==> src/hw/fblp_defines.vh <==
// Purpose: Constants for the flash block-lock protection host controller.
// Assumes: 100 MHz clock, x8 multiplexed command/address/data flash bus.
// Notes:   Rules carried by the host and checked by the bench follow.
`ifndef FBLP_DEFINES_VH
`define FBLP_DEFINES_VH

`define FBLP_CMD_LOCK_ALL    8'h2A
`define FBLP_CMD_UNLOCK_SET  8'h23
`define FBLP_CMD_UNLOCK_CNF  8'h24
`define FBLP_CMD_LOCK_DOWN   8'h2C
`define FBLP_CMD_STATUS      8'h7A

`define FBLP_OP_LOCK_ALL     3'h0
`define FBLP_OP_UNLOCK       3'h1
`define FBLP_OP_LOCK_DOWN    3'h2
`define FBLP_OP_STATUS       3'h3
`define FBLP_OP_GUARD        3'h4

`define FBLP_BLK_LSB         18
`define FBLP_BLK_W           12
`define FBLP_ROW_LSB         12

`define FBLP_CLK_NS          10
`define FBLP_GUARD_NS        100
`define FBLP_GUARD_CYC       ((`FBLP_GUARD_NS + `FBLP_CLK_NS - 1) / `FBLP_CLK_NS)
`define FBLP_PHASE_CYC       2
`define FBLP_READ_CYC        3

`define FBLP_ST_LOCKED       3'b010
`define FBLP_ST_UNLOCKED     3'b110
`define FBLP_ST_LOCKDOWN     3'b001
`define FBLP_ST_UNL_IN_LD    3'b101

`endif

==> src/hw/fblp_cycle.v <==
// Purpose: One bus write or read cycle on the flash command/address/data pins.
// Assumes: Strobes are active low; caller holds inputs stable while busy.
// Notes:   Each cycle is a low phase then a high phase of PHASE cycles each.
`timescale 1ns/1ps
`include "fblp_defines.vh"
module fblp_cycle #(
   parameter PHASE = `FBLP_PHASE_CYC
) (
   input  wire       clk_i,      // System clock.
   input  wire       srst_i,     // Synchronous reset, active high.
   input  wire       start_i,    // Start one bus cycle, pulse.
   input  wire       rd_i,       // 1 read cycle, 0 write cycle.
   input  wire       cle_i,      // Command latch level for this cycle.
   input  wire       ale_i,      // Address latch level for this cycle.
   input  wire [7:0] dout_i,     // Byte to write.
   input  wire [7:0] din_i,      // Synchronised data pins.
   output wire       busy_o,     // Cycle in progress.
   output reg        done_o,     // Cycle finished, pulse.
   output reg  [7:0] rdata_o,    // Byte sampled in a read cycle.
   output reg        cle_o,      // Command latch enable pin.
   output reg        ale_o,      // Address latch enable pin.
   output reg        we_n_o,     // Write strobe pin, active low.
   output reg        re_n_o,     // Read strobe pin, active low.
   output reg  [7:0] dq_o,       // Data pin output value.
   output reg        dq_oe_o     // Data pin output enable.
);
   reg [1:0] phase_ff;
   reg [7:0] cnt_ff;
   reg       rd_ff;

   assign busy_o = (phase_ff != 2'd0);

   always @(posedge clk_i) begin
      done_o <= 1'b0;
      if (srst_i) begin
         phase_ff <= 2'd0;
         cnt_ff   <= 8'h00;
         rd_ff    <= 1'b0;
         rdata_o  <= 8'h00;
         cle_o    <= 1'b0;
         ale_o    <= 1'b0;
         we_n_o   <= 1'b1;
         re_n_o   <= 1'b1;
         dq_o     <= 8'h00;
         dq_oe_o  <= 1'b0;
      end else begin
         case (phase_ff)
            2'd0: begin
               if (start_i) begin
                  phase_ff <= 2'd1;
                  cnt_ff   <= PHASE[7:0];
                  rd_ff    <= rd_i;
                  cle_o    <= cle_i;
                  ale_o    <= ale_i;
                  we_n_o   <= rd_i;
                  re_n_o   <= ~rd_i;
                  dq_o     <= dout_i;
                  dq_oe_o  <= ~rd_i;
               end
            end
            2'd1: begin
               cnt_ff <= cnt_ff - 8'h01;
               if (cnt_ff == 8'h01) begin
                  phase_ff <= 2'd2;
                  cnt_ff   <= PHASE[7:0];
                  we_n_o <= 1'b1;
                  re_n_o <= 1'b1;
               end
            end
            2'd2: begin
               cnt_ff <= cnt_ff - 8'h01;
               // Pin data reach din_i two clocks late, so a read samples PHASE+2 clocks after the strobe fell.
               // This needs PHASE of at least 2.
               if (rd_ff && cnt_ff == PHASE[7:0] - 8'h01) begin
                  rdata_o <= din_i;
               end
               if (cnt_ff == 8'h01) begin
                  phase_ff <= 2'd0;
                  done_o   <= 1'b1;
                  cle_o    <= 1'b0;
                  ale_o    <= 1'b0;
                  dq_oe_o  <= 1'b0;
               end
            end
            default: begin
               phase_ff <= 2'd0;
            end
         endcase
      end
   end
endmodule

==> src/hw/fblp_host.v <==
// Purpose: Host controller issuing block-lock commands to a parallel flash.
// Assumes: One clock; device pins ready_busy_n and data are asynchronous.
// Notes:   One operation at a time; req_i is taken only while ready_o is high.
`timescale 1ns/1ps
`include "fblp_defines.vh"
module fblp_host #(
   parameter PHASE     = `FBLP_PHASE_CYC,
   parameter GUARD_CYC = `FBLP_GUARD_CYC
) (
   input  wire        clk_i,                  // System clock, 100 MHz.
   input  wire        srst_i,                 // Synchronous reset, active high.
   input  wire        req_i,                  // Operation request, pulse.
   input  wire [2:0]  op_i,                   // Operation code.
   input  wire [11:0] start_blk_i,            // Start block, or queried block.
   input  wire [11:0] end_blk_i,              // End block of an unlock range.
   output wire        ready_o,                // Idle, request may be given.
   output reg         done_o,                 // Operation finished, pulse.
   output reg         err_o,                  // Operation refused, with done_o.
   output reg  [2:0]  status_o,               // Lock status read back.
   output reg         status_vld_o,           // status_o holds a fresh value.
   output reg         lock_feature_select_o,  // Lock-feature select pin.
   output reg         wp_n_o,                 // Write-guard pin, active low.
   output reg         ce_n_o,                 // Chip enable pin, active low.
   output wire        cle_o,                  // Command latch enable pin.
   output wire        ale_o,                  // Address latch enable pin.
   output wire        we_n_o,                 // Write strobe pin, active low.
   output wire        re_n_o,                 // Read strobe pin, active low.
   output wire [7:0]  dq_o,                   // Data pins, output value.
   output wire        dq_oe_o,                // Data pins, output enable.
   input  wire [7:0]  dq_i,                   // Data pins, input value.
   input  wire        ready_busy_n_i          // Device ready, low while busy.
);
   //------------------------------------------------------------------
   // Pin synchronisers.
   //------------------------------------------------------------------
   reg [7:0] dq_s1_ff;
   reg [7:0] dq_s2_ff;
   reg       rb_s1_ff;
   reg       rb_s2_ff;

   always @(posedge clk_i) begin
      if (srst_i) begin
         dq_s1_ff <= 8'h00;
         dq_s2_ff <= 8'h00;
         rb_s1_ff <= 1'b1;
         rb_s2_ff <= 1'b1;
      end else begin
         dq_s1_ff <= dq_i;
         dq_s2_ff <= dq_s1_ff;
         rb_s1_ff <= ready_busy_n_i;
         rb_s2_ff <= rb_s1_ff;
      end
   end

   //------------------------------------------------------------------
   // Sequencer.
   //------------------------------------------------------------------
   localparam S_IDLE  = 3'd0;
   localparam S_CMD   = 3'd1;
   localparam S_ADDR  = 3'd2;
   localparam S_CNF   = 3'd3;
   localparam S_ADDR2 = 3'd4;
   localparam S_READ  = 3'd5;
   localparam S_GUARD = 3'd6;
   localparam S_END   = 3'd7;
   localparam READ_CYC = `FBLP_READ_CYC;

   reg  [2:0]  state_ff;
   reg  [2:0]  op_ff;
   reg  [11:0] sblk_ff;
   reg  [11:0] eblk_ff;
   reg  [1:0]  idx_ff;
   reg  [7:0]  gcnt_ff;
   reg         issued_ff;

   reg         cyc_start;
   reg         cyc_rd;
   reg         cyc_cle;
   reg         cyc_ale;
   reg  [7:0]  cyc_dout;
   reg  [11:0] cur_blk;
   reg  [29:0] row_addr;
   wire        cyc_busy;
   wire        cyc_done;
   wire [7:0]  cyc_rdata;

   assign ready_o = (state_ff == S_IDLE);

   // Block number placed on A18..A29 of the three address cycles, low first.
   always @* begin
      cur_blk  = (state_ff == S_ADDR2) ? eblk_ff : sblk_ff;
      row_addr = 30'd0;
      row_addr[`FBLP_BLK_LSB +: `FBLP_BLK_W] = cur_blk;
   end

   always @* begin
      cyc_start = 1'b0;
      cyc_rd    = 1'b0;
      cyc_cle   = 1'b0;
      cyc_ale   = 1'b0;
      cyc_dout  = 8'h00;
      if (!cyc_busy && !cyc_done && !issued_ff) begin
         case (state_ff)
            S_CMD: begin
               cyc_start = 1'b1;
               cyc_cle   = 1'b1;
               case (op_ff)
                  `FBLP_OP_LOCK_ALL:  cyc_dout = `FBLP_CMD_LOCK_ALL;
                  `FBLP_OP_UNLOCK:    cyc_dout = `FBLP_CMD_UNLOCK_SET;
                  `FBLP_OP_LOCK_DOWN: cyc_dout = `FBLP_CMD_LOCK_DOWN;
                  default:            cyc_dout = `FBLP_CMD_STATUS;
               endcase
            end
            S_CNF: begin
               cyc_start = 1'b1;
               cyc_cle   = 1'b1;
               cyc_dout  = `FBLP_CMD_UNLOCK_CNF;
            end
            S_ADDR, S_ADDR2: begin
               cyc_start = 1'b1;
               cyc_ale   = 1'b1;
               case (idx_ff)
                  2'd0:    cyc_dout = row_addr[`FBLP_ROW_LSB +: 8];
                  2'd1:    cyc_dout = row_addr[`FBLP_ROW_LSB + 8 +: 8];
                  default: cyc_dout = {6'd0, row_addr[`FBLP_ROW_LSB + 16 +: 2]};
               endcase
            end
            S_READ: begin
               cyc_start = 1'b1;
               cyc_rd    = 1'b1;
            end
            default: begin
               cyc_start = 1'b0;
            end
         endcase
      end
   end

   always @(posedge clk_i) begin
      done_o <= 1'b0;
      if (srst_i) begin
         state_ff              <= S_IDLE;
         op_ff                 <= 3'd0;
         sblk_ff               <= 12'h000;
         eblk_ff               <= 12'h000;
         idx_ff                <= 2'd0;
         gcnt_ff               <= 8'h00;
         issued_ff             <= 1'b0;
         err_o                 <= 1'b0;
         status_o              <= 3'd0;
         status_vld_o          <= 1'b0;
         lock_feature_select_o <= 1'b0;
         wp_n_o                <= 1'b1;
         ce_n_o                <= 1'b1;
      end else begin
         issued_ff <= cyc_start;
         case (state_ff)
            S_IDLE: begin
               ce_n_o <= 1'b1;
               if (req_i) begin
                  op_ff   <= op_i;
                  sblk_ff <= start_blk_i;
                  eblk_ff <= end_blk_i;
                  idx_ff  <= 2'd0;
                  err_o   <= 1'b0;
                  lock_feature_select_o <= 1'b1;
                  if (op_i == `FBLP_OP_GUARD) begin
                     wp_n_o   <= 1'b0;
                     gcnt_ff  <= GUARD_CYC[7:0];
                     state_ff <= S_GUARD;
                  end else if (op_i > `FBLP_OP_GUARD ||
                               (op_i == `FBLP_OP_UNLOCK && start_blk_i > end_blk_i) ||
                               (op_i == `FBLP_OP_STATUS && !rb_s2_ff)) begin
                     err_o    <= 1'b1;
                     state_ff <= S_END;
                  end else begin
                     ce_n_o   <= 1'b0;
                     state_ff <= S_CMD;
                  end
               end
            end
            S_CMD: begin
               if (cyc_done) begin
                  if (op_ff == `FBLP_OP_UNLOCK || op_ff == `FBLP_OP_STATUS) begin
                     state_ff <= S_ADDR;
                  end else begin
                     state_ff <= S_END;
                  end
                  if (op_ff != `FBLP_OP_STATUS) begin
                     status_vld_o <= 1'b0;
                  end
               end
            end
            S_ADDR, S_ADDR2: begin
               if (cyc_done) begin
                  idx_ff <= idx_ff + 2'd1;
                  if (idx_ff == 2'd2) begin
                     idx_ff <= 2'd0;
                     if (state_ff == S_ADDR2) begin
                        state_ff <= S_END;
                     end else if (op_ff == `FBLP_OP_UNLOCK) begin
                        state_ff <= S_CNF;
                     end else begin
                        gcnt_ff  <= READ_CYC[7:0];
                        state_ff <= S_GUARD;
                     end
                  end
               end
            end
            S_CNF: begin
               if (cyc_done) begin
                  state_ff <= S_ADDR2;
               end
            end
            S_READ: begin
               if (cyc_done) begin
                  status_o     <= cyc_rdata[2:0];
                  status_vld_o <= 1'b1;
                  state_ff     <= S_END;
               end
            end
            S_GUARD: begin
               gcnt_ff <= gcnt_ff - 8'h01;
               if (gcnt_ff == 8'h01) begin
                  if (op_ff == `FBLP_OP_STATUS) begin
                     state_ff <= S_READ;
                  end else begin
                     wp_n_o   <= 1'b1;
                     state_ff <= S_END;
                  end
               end
            end
            S_END: begin
               ce_n_o   <= 1'b1;
               done_o   <= 1'b1;
               state_ff <= S_IDLE;
            end
            default: begin
               state_ff <= S_IDLE;
            end
         endcase
      end
   end

   fblp_cycle #(
      .PHASE (PHASE)
   ) u_cycle (
      .clk_i   (clk_i),
      .srst_i  (srst_i),
      .start_i (cyc_start),
      .rd_i    (cyc_rd),
      .cle_i   (cyc_cle),
      .ale_i   (cyc_ale),
      .dout_i  (cyc_dout),
      .din_i   (dq_s2_ff),
      .busy_o  (cyc_busy),
      .done_o  (cyc_done),
      .rdata_o (cyc_rdata),
      .cle_o   (cle_o),
      .ale_o   (ale_o),
      .we_n_o  (we_n_o),
      .re_n_o  (re_n_o),
      .dq_o    (dq_o),
      .dq_oe_o (dq_oe_o)
   );
endmodule

==> config.mk <==
export PLATFORM = sky130hd
export DESIGN_NAME = fblp_host
export DESIGN_NICKNAME = d
export VERILOG_FILES = /design/src/hw/fblp_cycle.v /design/src/hw/fblp_host.v
export VERILOG_INCLUDE_DIRS = /design/src /design/src/hw
export SDC_FILE = /design/constraint.sdc
export NUM_CORES = 1
export LEC_CHECK = 0
export ABC_AREA = 1
export BUFFER_PORTS_ARGS = -buffer_cell sky130_fd_sc_hd__buf_2
export CORE_ASPECT_RATIO = 1.1
export CORE_MARGIN = 2
export CORE_UTILIZATION = 57
export DETAILED_ROUTE_END_ITERATION = 12
export PLACE_DENSITY = 0.8
export SLEW_MARGIN = 0
export SYNTH_ARGS = -nofsm -noshare
export SYNTH_HDL_FRONTEND = slang
export SYNTH_SLANG_ARGS = --single-unit
==> constraint.sdc <==
create_clock -name clk_i -period 3.3 [get_ports clk_i]
set_input_delay 0.33 -clock clk_i [delete_from_list [all_inputs] [get_ports clk_i]]
set_output_delay 0.33 -clock clk_i [all_outputs]
set_load 0.02 [all_outputs]
Word-level counts from Yosys, hierarchy flattened. Cells that the tools add are included.

Bits in registers: 86. Input port bits: 39. Output and inout port bits: 23. Word-level logic and storage cells: 185.

Add/sub/neg operators: 3. $lt $le $gt $ge: 2. Equality and inequality tests: 35. Mux-type cells: 72. Bitwise operators: 2. Reductions and logical operators: 42.

Operator list (number): $mux W8 (9); $pmux W8 S3 (3); $mux W3 (12); $mux W1 (27); $pmux W3 S7 (1); $pmux W7 S3 (1); $eq A8 B1 Y1 const B (2); $ne A2 B2 Y1 const B (8); $pmux W1 S2 (8); $pmux W8 S2 (1); $sub A8 B1 Y8 const B (2); $eq A3 B2 Y1 const B (5); $eq A3 B3 Y1 const B (5); $mux W2 (7); $ne A2 B1 Y1 const B (7); $reduce_and A7 Y1 (2); $reduce_bool A2 Y1 (7); $gt A12 B12 Y1 (1); $mux W12 (1); $reduce_and A3 Y1 (4); $reduce_and A2 Y1 (5); $eq A3 B1 Y1 const B (3); $logic_not A3 Y1 (2); $pmux W2 S3 (1); other kinds (16) (32).

Logic depth before layout (Yosys ltp).
Word-level depth: 8. Depth in mapped cells: 13. Gate-level depth less buffers: 13.

Cells and area by module. A second synthesis with hierarchy kept.

Cell total of the unflattened synthesis: 657. Area, all modules: 4832.1 um^2.

Modules (own cells, without submodules): fblp_host (instances 1, cells an instance 455, area an instance 3264.4 um^2); fblp_cycle (instances 1, cells an instance 202, area an instance 1567.8 um^2).

Worst setup path after synthesis. No wires, ideal clock.

Path kind: reg-to-reg. Start: reg u_cycle.phase_ff[0]. End: reg u_cycle.cnt_ff[5]. Arrival: 1.767 ns. Required time: 3.181 ns. Setup slack: 1.414 ns. Cell stages (with the launch flop): 12. Period minus slack after synthesis: 1.886 ns. Path through: dfxtp_1 > inv_1 > ha_1 > inv_1 > nor3_4 > nand3_4 > a21oi_4 > inv_2 > nor2_2 > nand2_1 > o21ai_1 > a21oi_1.

Cells in the longest elaborated chain, start to end: 7. Elaborated cells on any way between the ends: 12. Those cells by class: eq/ne (3); mux (2); reduce/logical (7).

RTL lines: start, declared (RTL line fblp_cycle.v:27) `reg [1:0] phase_ff;`; start signal, assigned (RTL line fblp_cycle.v:36) `phase_ff <= 2'd0;`; start signal, assigned (RTL line fblp_cycle.v:50) `phase_ff <= 2'd1;`; start signal, assigned (RTL line fblp_cycle.v:64) `phase_ff <= 2'd2;`; $reduce_bool A2 Y1 (RTL line fblp_cycle.v:31) `assign busy_o = (phase_ff != 2'd0);`; $logic_not A1 Y1 (RTL line fblp_host.v:102) `if (!cyc_busy && !cyc_done && !issued_ff) begin`; $logic_and A1 B1 Y1 (2 in series) (RTL line fblp_host.v:102); $mux W1 (RTL line fblp_host.v:102); $ne A2 B2 Y1 (no line); $reduce_and A2 Y1 (no line); end signal, assigned (RTL line fblp_cycle.v:62) `cnt_ff <= cnt_ff - 8'h01;`; end signal, assigned (RTL line fblp_cycle.v:65) `cnt_ff <= PHASE[7:0];`; end signal, assigned (RTL line fblp_cycle.v:71) `cnt_ff <= cnt_ff - 8'h01;`; end, declared (RTL line fblp_cycle.v:28) `reg [7:0] cnt_ff;`.

Parallel ways exist; a longest one is shown, timed or not. A chain may end at the register's enable or synchronous reset.

Worst setup path after layout. Ends and elaborated chain as after synthesis.

==> metrics.yaml <==
logic_synthesis:
  synth_area_per_cell_um2: 7.24
  synth-edff-count: 0
  synth_compound_gate_area_share_pct: 19.2
  synth_xor_area_share_pct: 0.846
  netlist-cell-type-count: 43
  syn_inst: 572
  synthMuxAreaShare_pct: 0
  ys_seq_area_share_pct: 41.6
  synthAdderAreaFrac_pct: 6.35
  async_reset_ff_share_pct: 0
  synth_top_family_by_area: "simple AND/OR/NAND/NOR gates"
  yosysWarnings: 0
  syn-cell-area_um2: 4140
  synth_fp_nets: 632
  ys_ff_latch: 86
  synthFlopType: "dfxtp_1"
  synth-simple-area-share_pct: 23.0
global_routing:
  gr-total-overflow: 0
  antenna_found_initial: 0
  grt_max_degree: 38
  grt_pass1_vias: 3578
  grt_pass1_wl_um: 15400
  grt_usage_pct: 23.6
drt:
  dr.pass1.iters: 5
  wire_per_inst_um: 12.8
  viasPerCell: 5.37
  drc_errors: 0
  vias: 3833
  final_antenna_net_count: 0
  drt_wl_total_um: 9120
  drtIter0Drc: 226
timing:
  worst_pin_slew_ps: 678
  setup_viol: 0
  whs_ps: 158
  period_needed_ps: 2340
  min_period_over_period_pct: 70.9
  rsz0062_at_grt: "false"
  hold_viol_final: 0
  max_clock_freq_mhz: 427
  worst_slack_ps: 961
  slew_headroom_pct: 54.7
  finClkSkew_ps: 8.28
  finalSetupTns_ps: 0
  slew_violations: 0
worst_setup_path:
  cp.required_ps: 3550
  slowest_stage: "dfxtp_1"
  ff2ff_setup_slack_ps: 960
  slowest_delay_ps: 350
  arrival_ps: 2590
  path_class: "reg2reg"
  startpoint_type: "register"
  path_max_fanout: 13
  endpoint_kind: "register"
  cp_cell_sequence: "inv_1 -> ha_1 -> inv_1 -> nor3_4 -> nand3_4 -> a21oi_4 -> inv_2 -> nor2_2 -> nand2_1 -> o21ai_1 -> a21oi_1"
  cp_common_cell: "inv_1"
die:
  rows: 32
  core_um2: 7050
  dieArea_um2: 7960
  start_util_pct: 58.8
  ios: 62
  fp.dieH_um: 93.4
  chipWidth_um: 85.3
final_layout:
  layout_common_cells: "nand2_1 (111), dfxtp_1 (86), inv_1 (78)"
  stdcell_area_um2: 4680
  layout.cells.most_common: "nand2_1"
  antennaDiodeCount: 0
  fillCellCount: 636
  area_growth_syn_to_layout_pct: 13.1
  nets: 684
  drive_gt1_share_pct: 14.8
  fin_cells: 714
placed_design:
  finalWeightedCongestion: 0.862
  dp_cells: 698
  post-place-ws_ps: 998
  place_hpwl_um: 6680
  placed_cell_area_um2: 4480
  place.port_buffers: 56
power:
  max-vdd-ir-drop_v: 0.000568
  seqPwrFrac_pct: 36.0
  powerDensity_nw_per_um2: 892
  p_sw_uw: 1860
  clockPowerShare_pct: 18.2
  p_leak_uw: 0.00223
  p_sw_share_pct: 44.6
  p_comb_share_pct: 45.8
  internal_power_uw: 2310
clock_tree:
  numCtsBuffers: 9
  post_cts_buffers: 0
  cts_tree: "yes"
  cts_root_buffer: "clkbuf_8"
  ctsHoldBuffers: 0
  ctsHtreeMaxLevel: 3
  clkTransAtPathRegs_ps: 90
  cts.sinks: 86
  worst_skew_pair.late_latency_ps: 360
  cts_resized: 0
  cts_max_path_buffers: 2
run_status:
  status: "finished, final reports clean"
hold_path:
  worstHoldPathType: "in2reg"
job:
  maxCapViolCount: 0
synthesized netlist by cell type (all sizes together), types with 2 or more instances:
cell type / instances / area [um2]
nand3: 19 / 125
nor3: 9 / 61.3
ha: 21 / 263
clkbuf: 14 / 53.8
nand2: 112 / 423
or2: 2 / 12.5
xnor2: 2 / 17.5
inv: 80 / 300
a21oi: 65 / 340
buf: 4 / 20.0
a221oi: 2 / 17.5
dfxtp: 86 / 1720
o211ai: 8 / 60.1
xor2: 2 / 17.5
nor2: 68 / 273
nand4: 7 / 43.8
o21ai: 59 / 299
o2111ai: 2 / 17.5
through the flow:
step	utilization, %	total power (uW)
2_1_floorplan	-	2980
3_3_place_gp	63.5	3340
3_5_place_dp	63.5	3410
4_1_cts	66.4	4170
5_1_grt	66.4	4530
6_report	66.4	4180
per-layer routing:
| metal | wire length (um) | GRT usage, % | up-vias |
|---|---|---|---|
| li1 | - | - | 1972 |
| met1 | 4140 | 29.2 | 1746 |
| met2 | 4380 | 40.8 | 91 |
| met3 | 357 | 3.44 | 24 |
| met4 | 242 | 9.66 | 0 |
| met5 | 0 | 0 | - |
flip-flops by register name, summed over array words and instances (netlist names), 8 cells and up:
name / cells
eblk_ff: 12
u_cycle.cnt_ff: 8
gcnt_ff: 8
sblk_ff: 12
u_cycle.dq_o: 8
layout make-up:
type | instances | area [um2] | share of cell area (%)
Tap cell | 85 | 106 | 2.27
Timing Repair Buffer | 59 | 303 | 6.47
Inverter | 80 | 300 | 6.42
Sequential cell | 86 | 1720 | 36.8
Clock inverter | 7 | 81.3 | 1.74
Clock buffer | 9 | 124 | 2.65
Multi-Input combinational cell | 388 | 2040 | 43.7
worst paths after layout:
path / start / to / cells past startpoint
hold reg to reg: dq_s1_ff[1]$_SDFF_PP0_ / dq_s2_ff[1]$_SDFF_PP0_ / 2
hold / removal: ready_busy_n_i / rb_s1_ff$_SDFF_PP1_ / 2
setup reg to reg: u_cycle.phase_ff[0]$_SDFFE_PP0P_ / u_cycle.cnt_ff[5]$_SDFFE_PP0P_ / 11
setup / recovery: u_cycle.phase_ff[0]$_SDFFE_PP0P_ / u_cycle.cnt_ff[5]$_SDFFE_PP0P_ / 11
power by group through the flow:
stage                     logic (uW)  registers [uW]  clock network, uW
final                           1910            1500                760
after global routing            2170            1540                817
after CTS                       1900            1500                771
after detailed placement        1880            1520                  0
after global placement          1830            1510                  0
after floorplan                 1440            1540                  0
cells by family after synthesis:
group | Yosys count
AO/OA/AOI/OAI | 144
XOR/XNOR | 4
adder cells (fa/ha/maj) | 21
buffers and inverters | 98
flip-flops | 86
AND/OR/NAND/NOR | 219
critical path, delay by kind of cell, from the launching register on:
| kind | cells | cell delay [ps] |
|---|---|---|
| AND/OR/NAND/NOR | 4 | 800 |
| AO/OA/AOI/OAI | 3 | 480 |
| adder cells (fa/ha/maj) | 1 | 280 |
| flip-flops | 1 | 350 |
| buffers and inverters | 3 | 330 |
Note: power is estimated with default switching activity, not from simulation.
